## config.mk

```make
export PLATFORM = sky130hd
export DESIGN_NAME = rcp_remote_port
export DESIGN_NICKNAME = d
export VERILOG_FILES = /design/src/rcp_pkg.sv /design/src/rcp_remote_port.sv
export SDC_FILE = /design/constraint.sdc
export NUM_CORES = 2
export LEC_CHECK = 0
export BUFFER_PORTS_ARGS = -buffer_cell sky130_fd_sc_hd__buf_2
export CAP_MARGIN = 20
export CORE_ASPECT_RATIO = 1.4
export CORE_MARGIN = 4
export CORE_UTILIZATION = 54
export DETAILED_ROUTE_END_ITERATION = 16
export PLACE_DENSITY = 0.72
export SLEW_MARGIN = 15
export SYNTH_ARGS = -nofsm -noshare
export SYNTH_HDL_FRONTEND = slang
export SYNTH_SLANG_ARGS = --single-unit
```

## constraint.sdc

```tcl
create_clock -name clk_sys -period 23.7 [get_ports clk_sys]
set_input_delay 3.555 -clock clk_sys [delete_from_list [all_inputs] [get_ports clk_sys]]
set_output_delay 3.555 -clock clk_sys [all_outputs]
set_load 0.005 [all_outputs]
```

## src/rcp_pkg.sv

```systemverilog
// Purpose: constants and types for the remote command port
// Assumes: 10 MHz system clock, 16x oversampled serial link
// Notes: keywords and response texts are stored right-aligned, zero padded
package rcp_pkg;
  localparam int CLK_HZ   = 10_000_000;
  localparam int OVS      = 16;
  localparam int BAUD_LO  = 9600;
  localparam int BAUD_MID = 19200;
  localparam int BAUD_HI  = 38400;
  localparam logic [7:0] DIV_LO  = 8'(CLK_HZ / (OVS * BAUD_LO));
  localparam logic [7:0] DIV_MID = 8'(CLK_HZ / (OVS * BAUD_MID));
  localparam logic [7:0] DIV_HI  = 8'(CLK_HZ / (OVS * BAUD_HI));
  localparam logic [3:0] OVS_MID  = 4'(OVS / 2 - 1);
  localparam logic [3:0] OVS_LAST = 4'(OVS - 1);
  localparam logic [3:0] TX_BITS  = 4'ha;
  localparam int RXBUF_LIM = 256;
  localparam int OQ_LIM    = 64;
  localparam int VAL_BIN_N = 4;
  localparam int VAL_TXT_N = 8;
  localparam logic [3:0] TOK_MAX = 4'h8;
  localparam logic [7:0] CH_CR    = 8'h0d;
  localparam logic [7:0] CH_LF    = 8'h0a;
  localparam logic [7:0] CH_SP    = 8'h20;
  localparam logic [7:0] CH_STAR  = 8'h2a;
  localparam logic [7:0] CH_COMMA = 8'h2c;
  localparam logic [7:0] CH_COLON = 8'h3a;
  localparam logic [7:0] CH_SEMI  = 8'h3b;
  localparam logic [7:0] CH_QM    = 8'h3f;
  localparam logic [7:0] CH_0     = 8'h30;
  localparam logic [7:0] CH_9     = 8'h39;
  localparam logic [7:0] CH_A     = 8'h41;
  localparam logic [7:0] CH_Z     = 8'h5a;
  localparam logic [7:0] CH_LA    = 8'h61;
  localparam logic [7:0] CH_LZ    = 8'h7a;
  localparam logic [7:0] CASE_BIT = 8'h20;

  typedef enum logic [3:0] {KW_NONE, KW_SYST, KW_HEAD, KW_FORM, KW_FETC, KW_READ, KW_MEM,
                            KW_DATA, KW_ON, KW_OFF, KW_ASC, KW_BIN, KW_RST} rcp_kw_e;
  localparam int KW_N = 12;
  localparam logic [63:0] KW_LONG [1:KW_N] = '{"SYSTEM", "HEADER", "FORMAT", "FETCH", "READ",
    "MEMORY", "DATA", "ON", "OFF", "ASCII", "BINARY", "RST"};
  localparam logic [63:0] KW_SHORT [1:KW_N] = '{"SYST", "HEAD", "FORM", "FETC", "READ",
    "MEM", "DATA", "ON", "OFF", "ASC", "BIN", "RST"};

  typedef enum logic [2:0] {TX_HEAD, TX_FORM, TX_ON, TX_OFF, TX_ASC, TX_BIN, TX_NONE} rcp_txt_e;
  localparam logic [119:0] TXT [6] = '{":SYSTEM:HEADER ", ":SYSTEM:FORMAT ", "ON", "OFF", "ASCII",
    "BINARY"};
  localparam logic [3:0] TXT_LEN [6] = '{4'hf, 4'hf, 4'h2, 4'h3, 4'h5, 4'h6};

  typedef enum logic [2:0] {B_IDLE = 3'h0, B_PRE = 3'h1, B_BODY = 3'h3, B_CR = 3'h2,
                            B_LF = 3'h6} rcp_bld_e;
  typedef enum logic [1:0] {P_HDR = 2'h0, P_ARG = 2'h1, P_SKIP = 2'h3} rcp_ph_e;
  typedef enum logic [1:0] {R_IDLE = 2'h0, R_START = 2'h1, R_DATA = 2'h3, R_STOP = 2'h2} rcp_rx_e;
  typedef enum logic [1:0] {J_TXT, J_VAL, J_DUMP} rcp_job_e;

  typedef struct packed {
    logic [31:0] flt;
    logic [63:0] txt;
  } rcp_meas_s;

  function automatic rcp_kw_e kw_match(input logic [63:0] t);
    rcp_kw_e k;
    k = KW_NONE;
    for (int i = 1; i <= KW_N; i++)
    begin
      if (t == KW_LONG[i] || t == KW_SHORT[i]) k = rcp_kw_e'(i);
    end
    return k;
  endfunction : kw_match

  function automatic logic [7:0] txt_byte(input rcp_txt_e t, input logic [3:0] i);
    logic [119:0] w;
    w = TXT[t] >> (8 * (TXT_LEN[t] - 4'h1 - i));
    return w[7:0];
  endfunction : txt_byte
endpackage : rcp_pkg

```

## src/rcp_remote_port.sv

```systemverilog
// Purpose: serial remote command port: receiver, header parser, response builder, output queue
// Assumes: all inputs synchronous to clk_sys; OQ_DEPTH is a power of two
// Notes: How it works
// How it works
// - Serial 8N1 at 9600, 19200 or 38400
// - Only data lines used; DTR, RTS held on
// - Format applies to value queries, auto output
// - Binary value: float, sign byte first
// - Single binary value: four bytes, no terminator
// - Binary dump: values back to back
// - Remote locks keys; first function key releases
// - Lockout ignores local key; go-to-local releases
// - Remote entry leaves settings screen
// - Query checked, then response built
// - Header switch, off after power-on
// - Erroneous query yields no response
// - Query-only responses never carry headers
// - Keywords exact long or short, any case
// - Response keywords full form, upper case
// - Simple, compound and asterisk headers recognised
// - Trailing question mark marks a query
// - Accept CR or CR LF; send CR LF
// - Bytes beyond 256 per message dropped
// - Queue overflow: query error, queue cleared
`timescale 1ns/1ps
module rcp_remote_port
  import rcp_pkg::*;
#(
  parameter int OQ_DEPTH = OQ_LIM
)(
  input  wire logic       clk_sys,            // System clock
  input  wire logic       rstn,               // Async reset, active low
  input  wire logic       rxd,                // Serial receive data
  output logic            txd,                // Serial transmit data
  output logic            dtr_o,              // Terminal ready, always on
  output logic            rts_o,              // Request to send, always on
  input  wire logic [1:0] baud_sel,           // 0 low, 1 mid, 2 high rate
  input  wire logic       if_printer,         // Interface set to printer
  input  wire rcp_meas_s  meas,               // Latest measured value
  input  wire logic       meas_strobe,        // Automatic output request
  input  wire rcp_meas_s  mem_val,            // Stored value at mem_idx
  input  wire logic [7:0] mem_count,          // Number of stored values
  output logic      [7:0] mem_idx,            // Stored value index
  input  wire logic       first_function_key, // Local key press
  input  wire logic       settings_screen,    // Settings screen shown
  input  wire logic       llo_req,            // Local lockout request
  input  wire logic       gtl_req,            // Go-to-local request
  output logic            remote_indicator,   // Remote state shown
  output logic            keys_locked,        // Keys other than first key disabled
  output logic            goto_meas,          // Return to measurement screen
  output logic            trig_read,          // Trigger for read query
  output logic            cmd_error,          // Command error pulse
  output logic            query_error,        // Query error pulse
  output logic            hdr_on,             // Response header switch
  output logic            fmt_bin             // Binary transfer format
);
  localparam int AW = $clog2(OQ_DEPTH);
  localparam logic [AW:0] CNT_FULL = (AW + 1)'(OQ_DEPTH);
  localparam logic [8:0]  RX_LIM9  = 9'(RXBUF_LIM);

  typedef struct packed {
    logic [7:0]                 div;
    rcp_rx_e                    rx_st;
    logic [3:0]                 rx_cnt;
    logic [2:0]                 rx_bit;
    logic [7:0]                 rx_sh;
    logic [8:0]                 rx_len;
    rcp_ph_e                    ph;
    logic [63:0]                tok;
    logic [3:0]                 tok_n;
    logic                       std;
    logic                       qry;
    logic [1:0]                 np;
    rcp_kw_e                    p0;
    rcp_kw_e                    p1;
    rcp_kw_e                    arg;
    logic                       hdr_on;
    logic                       fmt_bin;
    logic                       remote;
    logic                       llo;
    rcp_bld_e                   bst;
    rcp_job_e                   jk;
    rcp_txt_e                   pre;
    rcp_txt_e                   sel;
    logic [3:0]                 bidx;
    logic [7:0]                 mi;
    logic [OQ_DEPTH-1:0][7:0]   oq;
    logic [AW-1:0]              wp;
    logic [AW-1:0]              rp;
    logic [AW:0]                cnt;
    logic                       tx_busy;
    logic [9:0]                 tx_sh;
    logic [3:0]                 tx_cnt;
    logic [3:0]                 tx_n;
    logic                       txd;
    logic                       cmd_err;
    logic                       qry_err;
    logic                       trig;
    logic                       goto_m;
  } rcp_st_s;

  rcp_st_s    st_ff;
  rcp_st_s    nxt_st;
  logic [1:0] rst_sync_ff;
  logic       rst_ns;
  logic       tick;
  logic       acc;
  logic       alnum;
  logic       uend;
  logic       e;
  logic       close;
  logic       job_go;
  logic       push;
  logic       pop;
  logic       ovf;
  logic       last_b;
  logic       last_i;
  logic [7:0] ch;
  logic [7:0] up;
  logic [7:0] push_b;
  logic [7:0] dv;
  rcp_kw_e    kw;
  rcp_job_e   gk;
  rcp_txt_e   gsel;
  rcp_txt_e   gpre;
  rcp_meas_s  v;

  always_ff @(posedge clk_sys or negedge rstn)
  begin
    if (!rstn) rst_sync_ff <= 2'h0;
    else rst_sync_ff <= {rst_sync_ff[0], 1'b1};
  end
  assign rst_ns = rst_sync_ff[1];

  always_comb
  begin
    nxt_st = st_ff;
    {nxt_st.cmd_err, nxt_st.qry_err, nxt_st.trig, nxt_st.goto_m} = 4'h0;
    unique case (baud_sel)
      2'h1: dv = DIV_MID;
      2'h2: dv = DIV_HI;
      default: dv = DIV_LO;
    endcase
    tick = (st_ff.div == 8'h0);
    nxt_st.div = tick ? dv - 8'h1 : st_ff.div - 8'h1;
    ch = st_ff.rx_sh;
    acc = 1'b0;
    if (tick)
    begin
      unique case (st_ff.rx_st)
        R_IDLE: if (!rxd) nxt_st.rx_st = R_START;
        R_START:
        begin
          nxt_st.rx_cnt = st_ff.rx_cnt + 4'h1;
          if (st_ff.rx_cnt == OVS_MID)
          begin
            nxt_st.rx_st = rxd ? R_IDLE : R_DATA;
            nxt_st.rx_cnt = 4'h0;
            nxt_st.rx_bit = 3'h0;
          end
        end
        R_DATA:
        begin
          nxt_st.rx_cnt = st_ff.rx_cnt + 4'h1;
          if (st_ff.rx_cnt == OVS_LAST)
          begin
            nxt_st.rx_sh = {rxd, st_ff.rx_sh[7:1]};
            nxt_st.rx_bit = st_ff.rx_bit + 3'h1;
            if (st_ff.rx_bit == 3'h7) nxt_st.rx_st = R_STOP;
          end
        end
        R_STOP:
        begin
          nxt_st.rx_cnt = st_ff.rx_cnt + 4'h1;
          if (st_ff.rx_cnt == OVS_LAST)
          begin
            nxt_st.rx_st = R_IDLE;
            // A low stop bit drops the frame; a full message buffer drops all but CR
            acc = rxd && !if_printer && (ch == CH_CR || st_ff.rx_len < RX_LIM9);
          end
        end
      endcase
    end

    // Local release first; a byte arriving in the same cycle re-enters remote only if remote was already off
    if (gtl_req)
    begin
      nxt_st.remote = 1'b0;
      nxt_st.llo = 1'b0;
    end
    else if (first_function_key && !st_ff.llo) nxt_st.remote = 1'b0;
    if (llo_req) nxt_st.llo = 1'b1;

    up = (ch >= CH_LA && ch <= CH_LZ) ? ch - CASE_BIT : ch;
    alnum = (up >= CH_A && up <= CH_Z) || (up >= CH_0 && up <= CH_9);
    uend = (ch == CH_CR || ch == CH_SEMI);
    kw = kw_match(st_ff.tok);
    e = 1'b0;
    close = 1'b0;
    job_go = 1'b0;
    gk = J_VAL;
    gsel = TX_ON;
    gpre = TX_NONE;
    if (acc)
    begin
      nxt_st.rx_len = (ch == CH_CR) ? 9'h0 : st_ff.rx_len + 9'h1;
      if (!st_ff.remote)
      begin
        nxt_st.remote = 1'b1;
        nxt_st.goto_m = settings_screen;
      end
    end
    if (acc && ch != CH_LF && st_ff.ph != P_SKIP)
    begin
      if (alnum)
      begin
        if (st_ff.tok_n == TOK_MAX || st_ff.qry) e = 1'b1;
        else
        begin
          nxt_st.tok = {st_ff.tok[55:0], up};
          nxt_st.tok_n = st_ff.tok_n + 4'h1;
        end
      end
      else if (ch == CH_STAR)
      begin
        e = st_ff.ph != P_HDR || st_ff.std || st_ff.np != 2'h0 || st_ff.tok_n != 4'h0;
        nxt_st.std = 1'b1;
      end
      else if (ch == CH_QM)
      begin
        e = st_ff.ph != P_HDR || st_ff.tok_n == 4'h0 || st_ff.qry;
        nxt_st.qry = 1'b1;
      end
      else if (ch == CH_COLON)
      begin
        if (st_ff.ph != P_HDR || st_ff.qry) e = 1'b1;
        else if (st_ff.tok_n == 4'h0) e = st_ff.np != 2'h0 || st_ff.std;
        else close = 1'b1;
      end
      else if (ch == CH_SP)
      begin
        if (st_ff.ph == P_HDR)
        begin
          close = 1'b1;
          nxt_st.ph = P_ARG;
        end
      end
      else if (uend) close = 1'b1;
      else e = 1'b1;
      if (close)
      begin
        nxt_st.tok = '0;
        nxt_st.tok_n = 4'h0;
        if (st_ff.ph == P_HDR)
        begin
          // Empty or unknown header element is an error
          if (st_ff.tok_n == 4'h0 || kw == KW_NONE || st_ff.np == 2'h2) e = 1'b1;
          if (st_ff.np == 2'h0) nxt_st.p0 = kw;
          else nxt_st.p1 = kw;
          nxt_st.np = st_ff.np + 2'h1;
        end
        else if (st_ff.tok_n != 4'h0)
        begin
          nxt_st.arg = kw;
          if (kw == KW_NONE) e = 1'b1;
        end
      end
      if (uend && !e)
      begin
        if (st_ff.std)
        begin
          if (nxt_st.p0 == KW_RST && nxt_st.np == 2'h1 && !st_ff.qry)
          begin
            nxt_st.hdr_on = 1'b0;
            nxt_st.fmt_bin = 1'b0;
          end
          else e = 1'b1;
        end
        else if (nxt_st.np == 2'h2 && nxt_st.p0 == KW_SYST && (nxt_st.p1 == KW_HEAD || nxt_st.p1 == KW_FORM))
        begin
          if (st_ff.qry)
          begin
            job_go = nxt_st.arg == KW_NONE;
            e = nxt_st.arg != KW_NONE;
            gk = J_TXT;
            if (st_ff.hdr_on) gpre = (nxt_st.p1 == KW_HEAD) ? TX_HEAD : TX_FORM;
            if (nxt_st.p1 == KW_HEAD) gsel = st_ff.hdr_on ? TX_ON : TX_OFF;
            else gsel = st_ff.fmt_bin ? TX_BIN : TX_ASC;
          end
          else if (nxt_st.p1 == KW_HEAD && (nxt_st.arg == KW_ON || nxt_st.arg == KW_OFF))
            nxt_st.hdr_on = (nxt_st.arg == KW_ON);
          else if (nxt_st.p1 == KW_FORM && (nxt_st.arg == KW_ASC || nxt_st.arg == KW_BIN))
            nxt_st.fmt_bin = (nxt_st.arg == KW_BIN);
          else e = 1'b1;
        end
        else if (st_ff.qry && nxt_st.arg == KW_NONE && nxt_st.np == 2'h1
                 && (nxt_st.p0 == KW_FETC || nxt_st.p0 == KW_READ))
        begin
          job_go = 1'b1;
          nxt_st.trig = (nxt_st.p0 == KW_READ);
        end
        else if (st_ff.qry && nxt_st.arg == KW_NONE && nxt_st.np == 2'h2 && nxt_st.p0 == KW_MEM
                 && nxt_st.p1 == KW_DATA && mem_count != 8'h0)
        begin
          job_go = 1'b1;
          gk = J_DUMP;
        end
        else e = 1'b1;
      end
      if (e)
      begin
        nxt_st.cmd_err = 1'b1;
        job_go = 1'b0;
        nxt_st.ph = P_SKIP;
      end
    end
    if (acc && ((uend && st_ff.ph != P_SKIP) || ch == CH_CR))
    begin
      nxt_st.tok = '0;
      nxt_st.tok_n = 4'h0;
      nxt_st.np = 2'h0;
      nxt_st.std = 1'b0;
      nxt_st.qry = 1'b0;
      nxt_st.arg = KW_NONE;
      // After an error the rest of the line is ignored up to CR
      nxt_st.ph = (e && ch != CH_CR) ? P_SKIP : P_HDR;
    end
    if (!job_go && meas_strobe) job_go = 1'b1;

    push = 1'b0;
    push_b = 8'h0;
    last_b = 1'b0;
    last_i = st_ff.jk != J_DUMP || st_ff.mi == mem_count - 8'h1;
    v = (st_ff.jk == J_DUMP) ? mem_val : meas;
    unique case (st_ff.bst)
      B_IDLE:
      begin
        if (job_go)
        begin
          nxt_st.bst = (gpre == TX_NONE) ? B_BODY : B_PRE;
          nxt_st.jk = gk;
          nxt_st.pre = gpre;
          nxt_st.sel = gsel;
          nxt_st.bidx = 4'h0;
          nxt_st.mi = 8'h0;
        end
      end
      B_PRE:
      begin
        push = 1'b1;
        push_b = txt_byte(st_ff.pre, st_ff.bidx);
        last_b = st_ff.bidx == TXT_LEN[st_ff.pre] - 4'h1;
        nxt_st.bidx = last_b ? 4'h0 : st_ff.bidx + 4'h1;
        if (last_b) nxt_st.bst = B_BODY;
      end
      B_BODY:
      begin
        push = 1'b1;
        if (st_ff.jk == J_TXT)
        begin
          push_b = txt_byte(st_ff.sel, st_ff.bidx);
          last_b = st_ff.bidx == TXT_LEN[st_ff.sel] - 4'h1;
        end
        else if (st_ff.fmt_bin)
        begin
          push_b = 8'(v.flt >> (8 * (VAL_BIN_N - 1 - int'(st_ff.bidx))));
          last_b = st_ff.bidx == 4'(VAL_BIN_N - 1);
        end
        else if (st_ff.bidx == 4'(VAL_TXT_N))
        begin
          push_b = CH_COMMA;
          last_b = 1'b1;
        end
        else
        begin
          push_b = 8'(v.txt >> (8 * (VAL_TXT_N - 1 - int'(st_ff.bidx))));
          last_b = st_ff.bidx == 4'(VAL_TXT_N - 1) && last_i;
        end
        nxt_st.bidx = last_b ? 4'h0 : st_ff.bidx + 4'h1;
        if (last_b && !last_i) nxt_st.mi = st_ff.mi + 8'h1;
        else if (last_b) nxt_st.bst = (st_ff.jk != J_TXT && st_ff.fmt_bin) ? B_IDLE : B_CR;
      end
      B_CR:
      begin
        push = 1'b1;
        push_b = CH_CR;
        nxt_st.bst = B_LF;
      end
      B_LF:
      begin
        push = 1'b1;
        push_b = CH_LF;
        nxt_st.bst = B_IDLE;
      end
      default: nxt_st.bst = B_IDLE;
    endcase
    if (job_go && st_ff.bst != B_IDLE) nxt_st.qry_err = 1'b1;

    pop = !st_ff.tx_busy && st_ff.cnt != '0;
    ovf = push && st_ff.cnt == CNT_FULL;
    if (ovf)
    begin
      nxt_st.qry_err = 1'b1;
      nxt_st.wp = '0;
      nxt_st.rp = '0;
      nxt_st.cnt = '0;
      nxt_st.bst = B_IDLE;
    end
    else
    begin
      if (push)
      begin
        nxt_st.oq[st_ff.wp] = push_b;
        nxt_st.wp = st_ff.wp + AW'(1);
      end
      if (pop) nxt_st.rp = st_ff.rp + AW'(1);
      nxt_st.cnt = st_ff.cnt + (AW + 1)'(push) - (AW + 1)'(pop);
    end
    if (pop)
    begin
      nxt_st.tx_busy = 1'b1;
      nxt_st.tx_sh = {1'b1, st_ff.oq[st_ff.rp], 1'b0};
      nxt_st.tx_cnt = 4'h0;
      nxt_st.tx_n = TX_BITS;
    end
    else if (st_ff.tx_busy && tick)
    begin
      nxt_st.tx_cnt = st_ff.tx_cnt + 4'h1;
      if (st_ff.tx_cnt == OVS_LAST)
      begin
        nxt_st.tx_sh = {1'b1, st_ff.tx_sh[9:1]};
        nxt_st.tx_n = st_ff.tx_n - 4'h1;
        if (st_ff.tx_n == 4'h1) nxt_st.tx_busy = 1'b0;
      end
    end
    nxt_st.txd = nxt_st.tx_busy ? nxt_st.tx_sh[0] : 1'b1;
  end

  always_ff @(posedge clk_sys or negedge rst_ns)
  begin
    if (!rst_ns)
    begin
      st_ff <= '0;
      st_ff.txd <= 1'b1;
    end
    else st_ff <= nxt_st;
  end

  assign txd = st_ff.txd;
  assign dtr_o = 1'b1;
  assign rts_o = 1'b1;
  assign mem_idx = st_ff.mi;
  assign remote_indicator = st_ff.remote;
  assign keys_locked = st_ff.remote;
  assign goto_meas = st_ff.goto_m;
  assign trig_read = st_ff.trig;
  assign cmd_error = st_ff.cmd_err;
  assign query_error = st_ff.qry_err;
  assign hdr_on = st_ff.hdr_on;
  assign fmt_bin = st_ff.fmt_bin;
endmodule : rcp_remote_port

```

==> run summary <==
outcome: completed
worst path arrival time: 6.31 ns
Die H: 322 um
Worst EP required: 24.18 ns
RSZ-0062 raised after global routing: false
Initial Utilization: 54.7%
drt first-iter violations: 2843
Gate Count Post-Synth: 3853
GPL Wtd Cong: 0.993
#FFs+latches synth: 703
post-layout minimum cycle time: 5.83 ns
cells along the critical path: buf_2 > or4b_4 > a21oi_2 > o311ai_2 > buf_4 > or4_1 > nor3_2 > a21boi_4 > o21ai_4 > mux2_4
YS warnings: 0
share of layout cells above drive strength 1: 19.5%
CTS root buf: clkbuf_16
IO Pins: 230
final instance count without filler cells: 4895
setup TNS: 0 ns
combinational share of power: 29.2%
residual DRC count: 0
slew margin rel.: 26.7%
register clock-pin slew on the reported worst setup and hold paths: 0.06 ns
routed vias: 30100
DR pass1 iterations: 6
final antenna-violating net count: 0
CTS max path bufs: 3
LEAKAGE: 17.7 nW
die area: 74600 um^2
CP Class: in2reg
first-pass GRT wire length: 172000 um
CTS tree: built
gr busiest metal: met2
clock sink count: 703
most used flip-flop cell after synthesis: dfrtp_1
Max-cap violations: 0
IO buf count: 227
most frequent cells in the layout: dfrtp_1, nand2_1, o21ai_0
filler cell count in the final layout: 5970
Clock Power Share: 30.2%
DP HPWL: 73400 um
Vias per Instance: 6.15
WL final: 107000 um
ys async rst share: 100%
Max Freq: 172 MHz
met1 Use GR: 37.2%
Power Dens Cells: 90.4 nW/um^2
die width: 232 um
WL/cell: 21.9 um
Synth cell types: 106
Worst Setup End Kind: flop
Max FO, Critical Path: 16
number of synthesized flops with an enable pin: 0
slowest cell on the critical path: or4b_4
Mapped Area: 38000 um^2
Rows: 114
layout overhead on the synthesized area: 10.8%
pins over their slew limit: 0
hold slack final: 0.337 ns
vias in the first global route: 30200
reported net switching power: 0.00134 W
CTS resizes: 0
postcts setup bufs: 0
Final Hold Fails: 0
H-Tree Depth: 3
initial antenna violation count: 4
total CTS buffers: 72
sequential fraction of the synthesis area: 46.4%
sequential power share: 40.6%
largest net degree at the start of global routing: 173
All-Layer GR Usage: 28.8%
delay-heaviest family, CP: simple AND/OR/NAND/NOR gates
Slew @ Worst Pin: 1.09 ns
Worst Hold Class: reg2async
total grt overflow: 0
Int Power: 0.00246 W
Hold Buf Count CTS: 0
clk_lat worst skew: 0.62 ns
final setup fails: 0
peak supply drop: 0.0871 mV
met2 Track Usage GR: 49.3%
Sw Ratio: 35.3%
Tcrit/Tclk final: 24.6%
Worst Clk Skew: 0.0278 ns
syn avg cell area: 9.85 um^2
Slowest Stage Delay on Critical Path: 0.55 ns
Core Area: 69300 um^2
commonest non-fill, non-tap cell in the layout: dfrtp_1
CP startpoint kind: input port
Nets: 4177
Crit path buffers/inverters: 2
met3 Use GR: 4.04%
DP Cell Count: 4765
-- metal layers --
metal | wire (um) | part of all wire, % | vias to the layer above
met5 | 34 | 0.032 | -
met4 | 4750 | 4.4 | 4
met3 | 5950 | 5.5 | 286
met2 | 53500 | 50 | 980
met1 | 43100 | 40 | 14900
li1 | - | - | 14000
-- power groups by stage --
stage	clock network (W)	registers, W	logic, W
after CTS	0.00117	0.00154	0.00110
final	0.00115	0.00154	0.00111
after global routing	0.00122	0.00157	0.00123
after detailed placement	0	0.00156	0.00110
after global placement	0	0.00155	0.00108
after floorplan	0	0.00153	0.000772
-- cell type report --
class,count,area (um^2),area share (%)
Timing Repair Buffer,280,1560,3.71
Antenna cell,2,5.00,0.0119
Sequential cell,703,17600,41.9
Tap cell,928,1160,2.76
Inverter,63,236,0.562
Multi-Input combinational cell,2791,19100,45.4
Clock buffer,110,2170,5.15
Clock inverter,18,225,0.536
-- cells in the mapped netlist, drive strengths merged, types with 52 or more instances --
library cell,count,area (um^2)
nor3,53,275
mux2i,125,1250
nand3,58,290
nor2,232,871
buf,59,320
inv,62,233
clkbuf,239,898
mux2,181,2050
ha,52,651
nand4,55,359
mux4,122,2750
nand2,662,2490
a21oi,220,1100
nor4,57,463
o21ai,489,2460
dfrtp,702,17600
-- cells by family (layout without fill, tap and decap cells) --
kind of cell | Yosys count | count (layout) | synth area share (%)
mux | 428 | 428 | 15.9
xor+xnor | 53 | 53 | 1.22
compound gates | 944 | 944 | 14.3
simple gates | 1308 | 1308 | 16.4
flops | 703 | 703 | 46.4
fa+ha+maj | 55 | 55 | 1.87
buf+inv | 361 | 471 | 3.83
other cells | 1 | 5 | 0.00988
-- state kept, by name, indices dropped and copies added (netlist names) --
register	count
rst_sync_ff	2
st_ff	677
ch	8
trig_read	1
query_error	1
hdr_on	1
goto_meas	1
fmt_bin	1
keys_locked	1
mem_idx	8
cmd_error	1
txd	1
-- worst paths after layout --
path	slack [ns]	to	depth (start not counted)	from
worst min-delay path	0.34	st_ff[663]$_DFFE_PN0P_	0	rst_sync_ff[1]$_DFF_PN0_
worst max register to register	18.48	st_ff[404]$_DFFE_PN0P_	18	st_ff[567]$_DFFE_PN0P_
max in group asynchronous	19.47	st_ff[50]$_DFFE_PN0P_	4	rst_sync_ff[1]$_DFF_PN0_
worst min register to register	0.34	st_ff[663]$_DFFE_PN0P_	0	rst_sync_ff[1]$_DFF_PN0_
min in group clk_sys	0.35	rst_sync_ff[1]$_DFF_PN0_	0	rst_sync_ff[0]$_DFF_PN0_
worst max-delay path	17.87	st_ff[571]$_DFFE_PN0P_	10	if_printer
-- stage by stage --
stage	setup slack (ns)	cell area [um^2]	util [%]	total power, W
3_5_place_dp	17.16	39600	57.2	0.00266
5_1_grt	17.58	42000	60.6	0.00402
2_1_floorplan	2.66	38000	-	0.00230
4_1_cts	17.82	42000	60.6	0.00381
6_report	17.87	42000	60.6	0.00380
3_3_place_gp	17.23	39600	57.2	0.00263
-- worst reg2reg max path, cell delays in order (launching register included) --
cell,delay (ns)
dfrtp_1,0.59
inv_1,0.16
ha_1,0.28
inv_1,0.07
o21a_1,0.15
inv_1,0.05
ha_1,0.32
fa_1,1.12
mux2_2,0.42
nand2_1,0.06
o21ai_0,0.11
o211ai_1,0.17
a21oi_1,0.10
a21oi_1,0.13
o22ai_1,0.12
a311oi_1,0.45
a21oi_4,0.03
buf_4,0.36
mux2_2,0.43
Power figures use the tool's default switching activity.
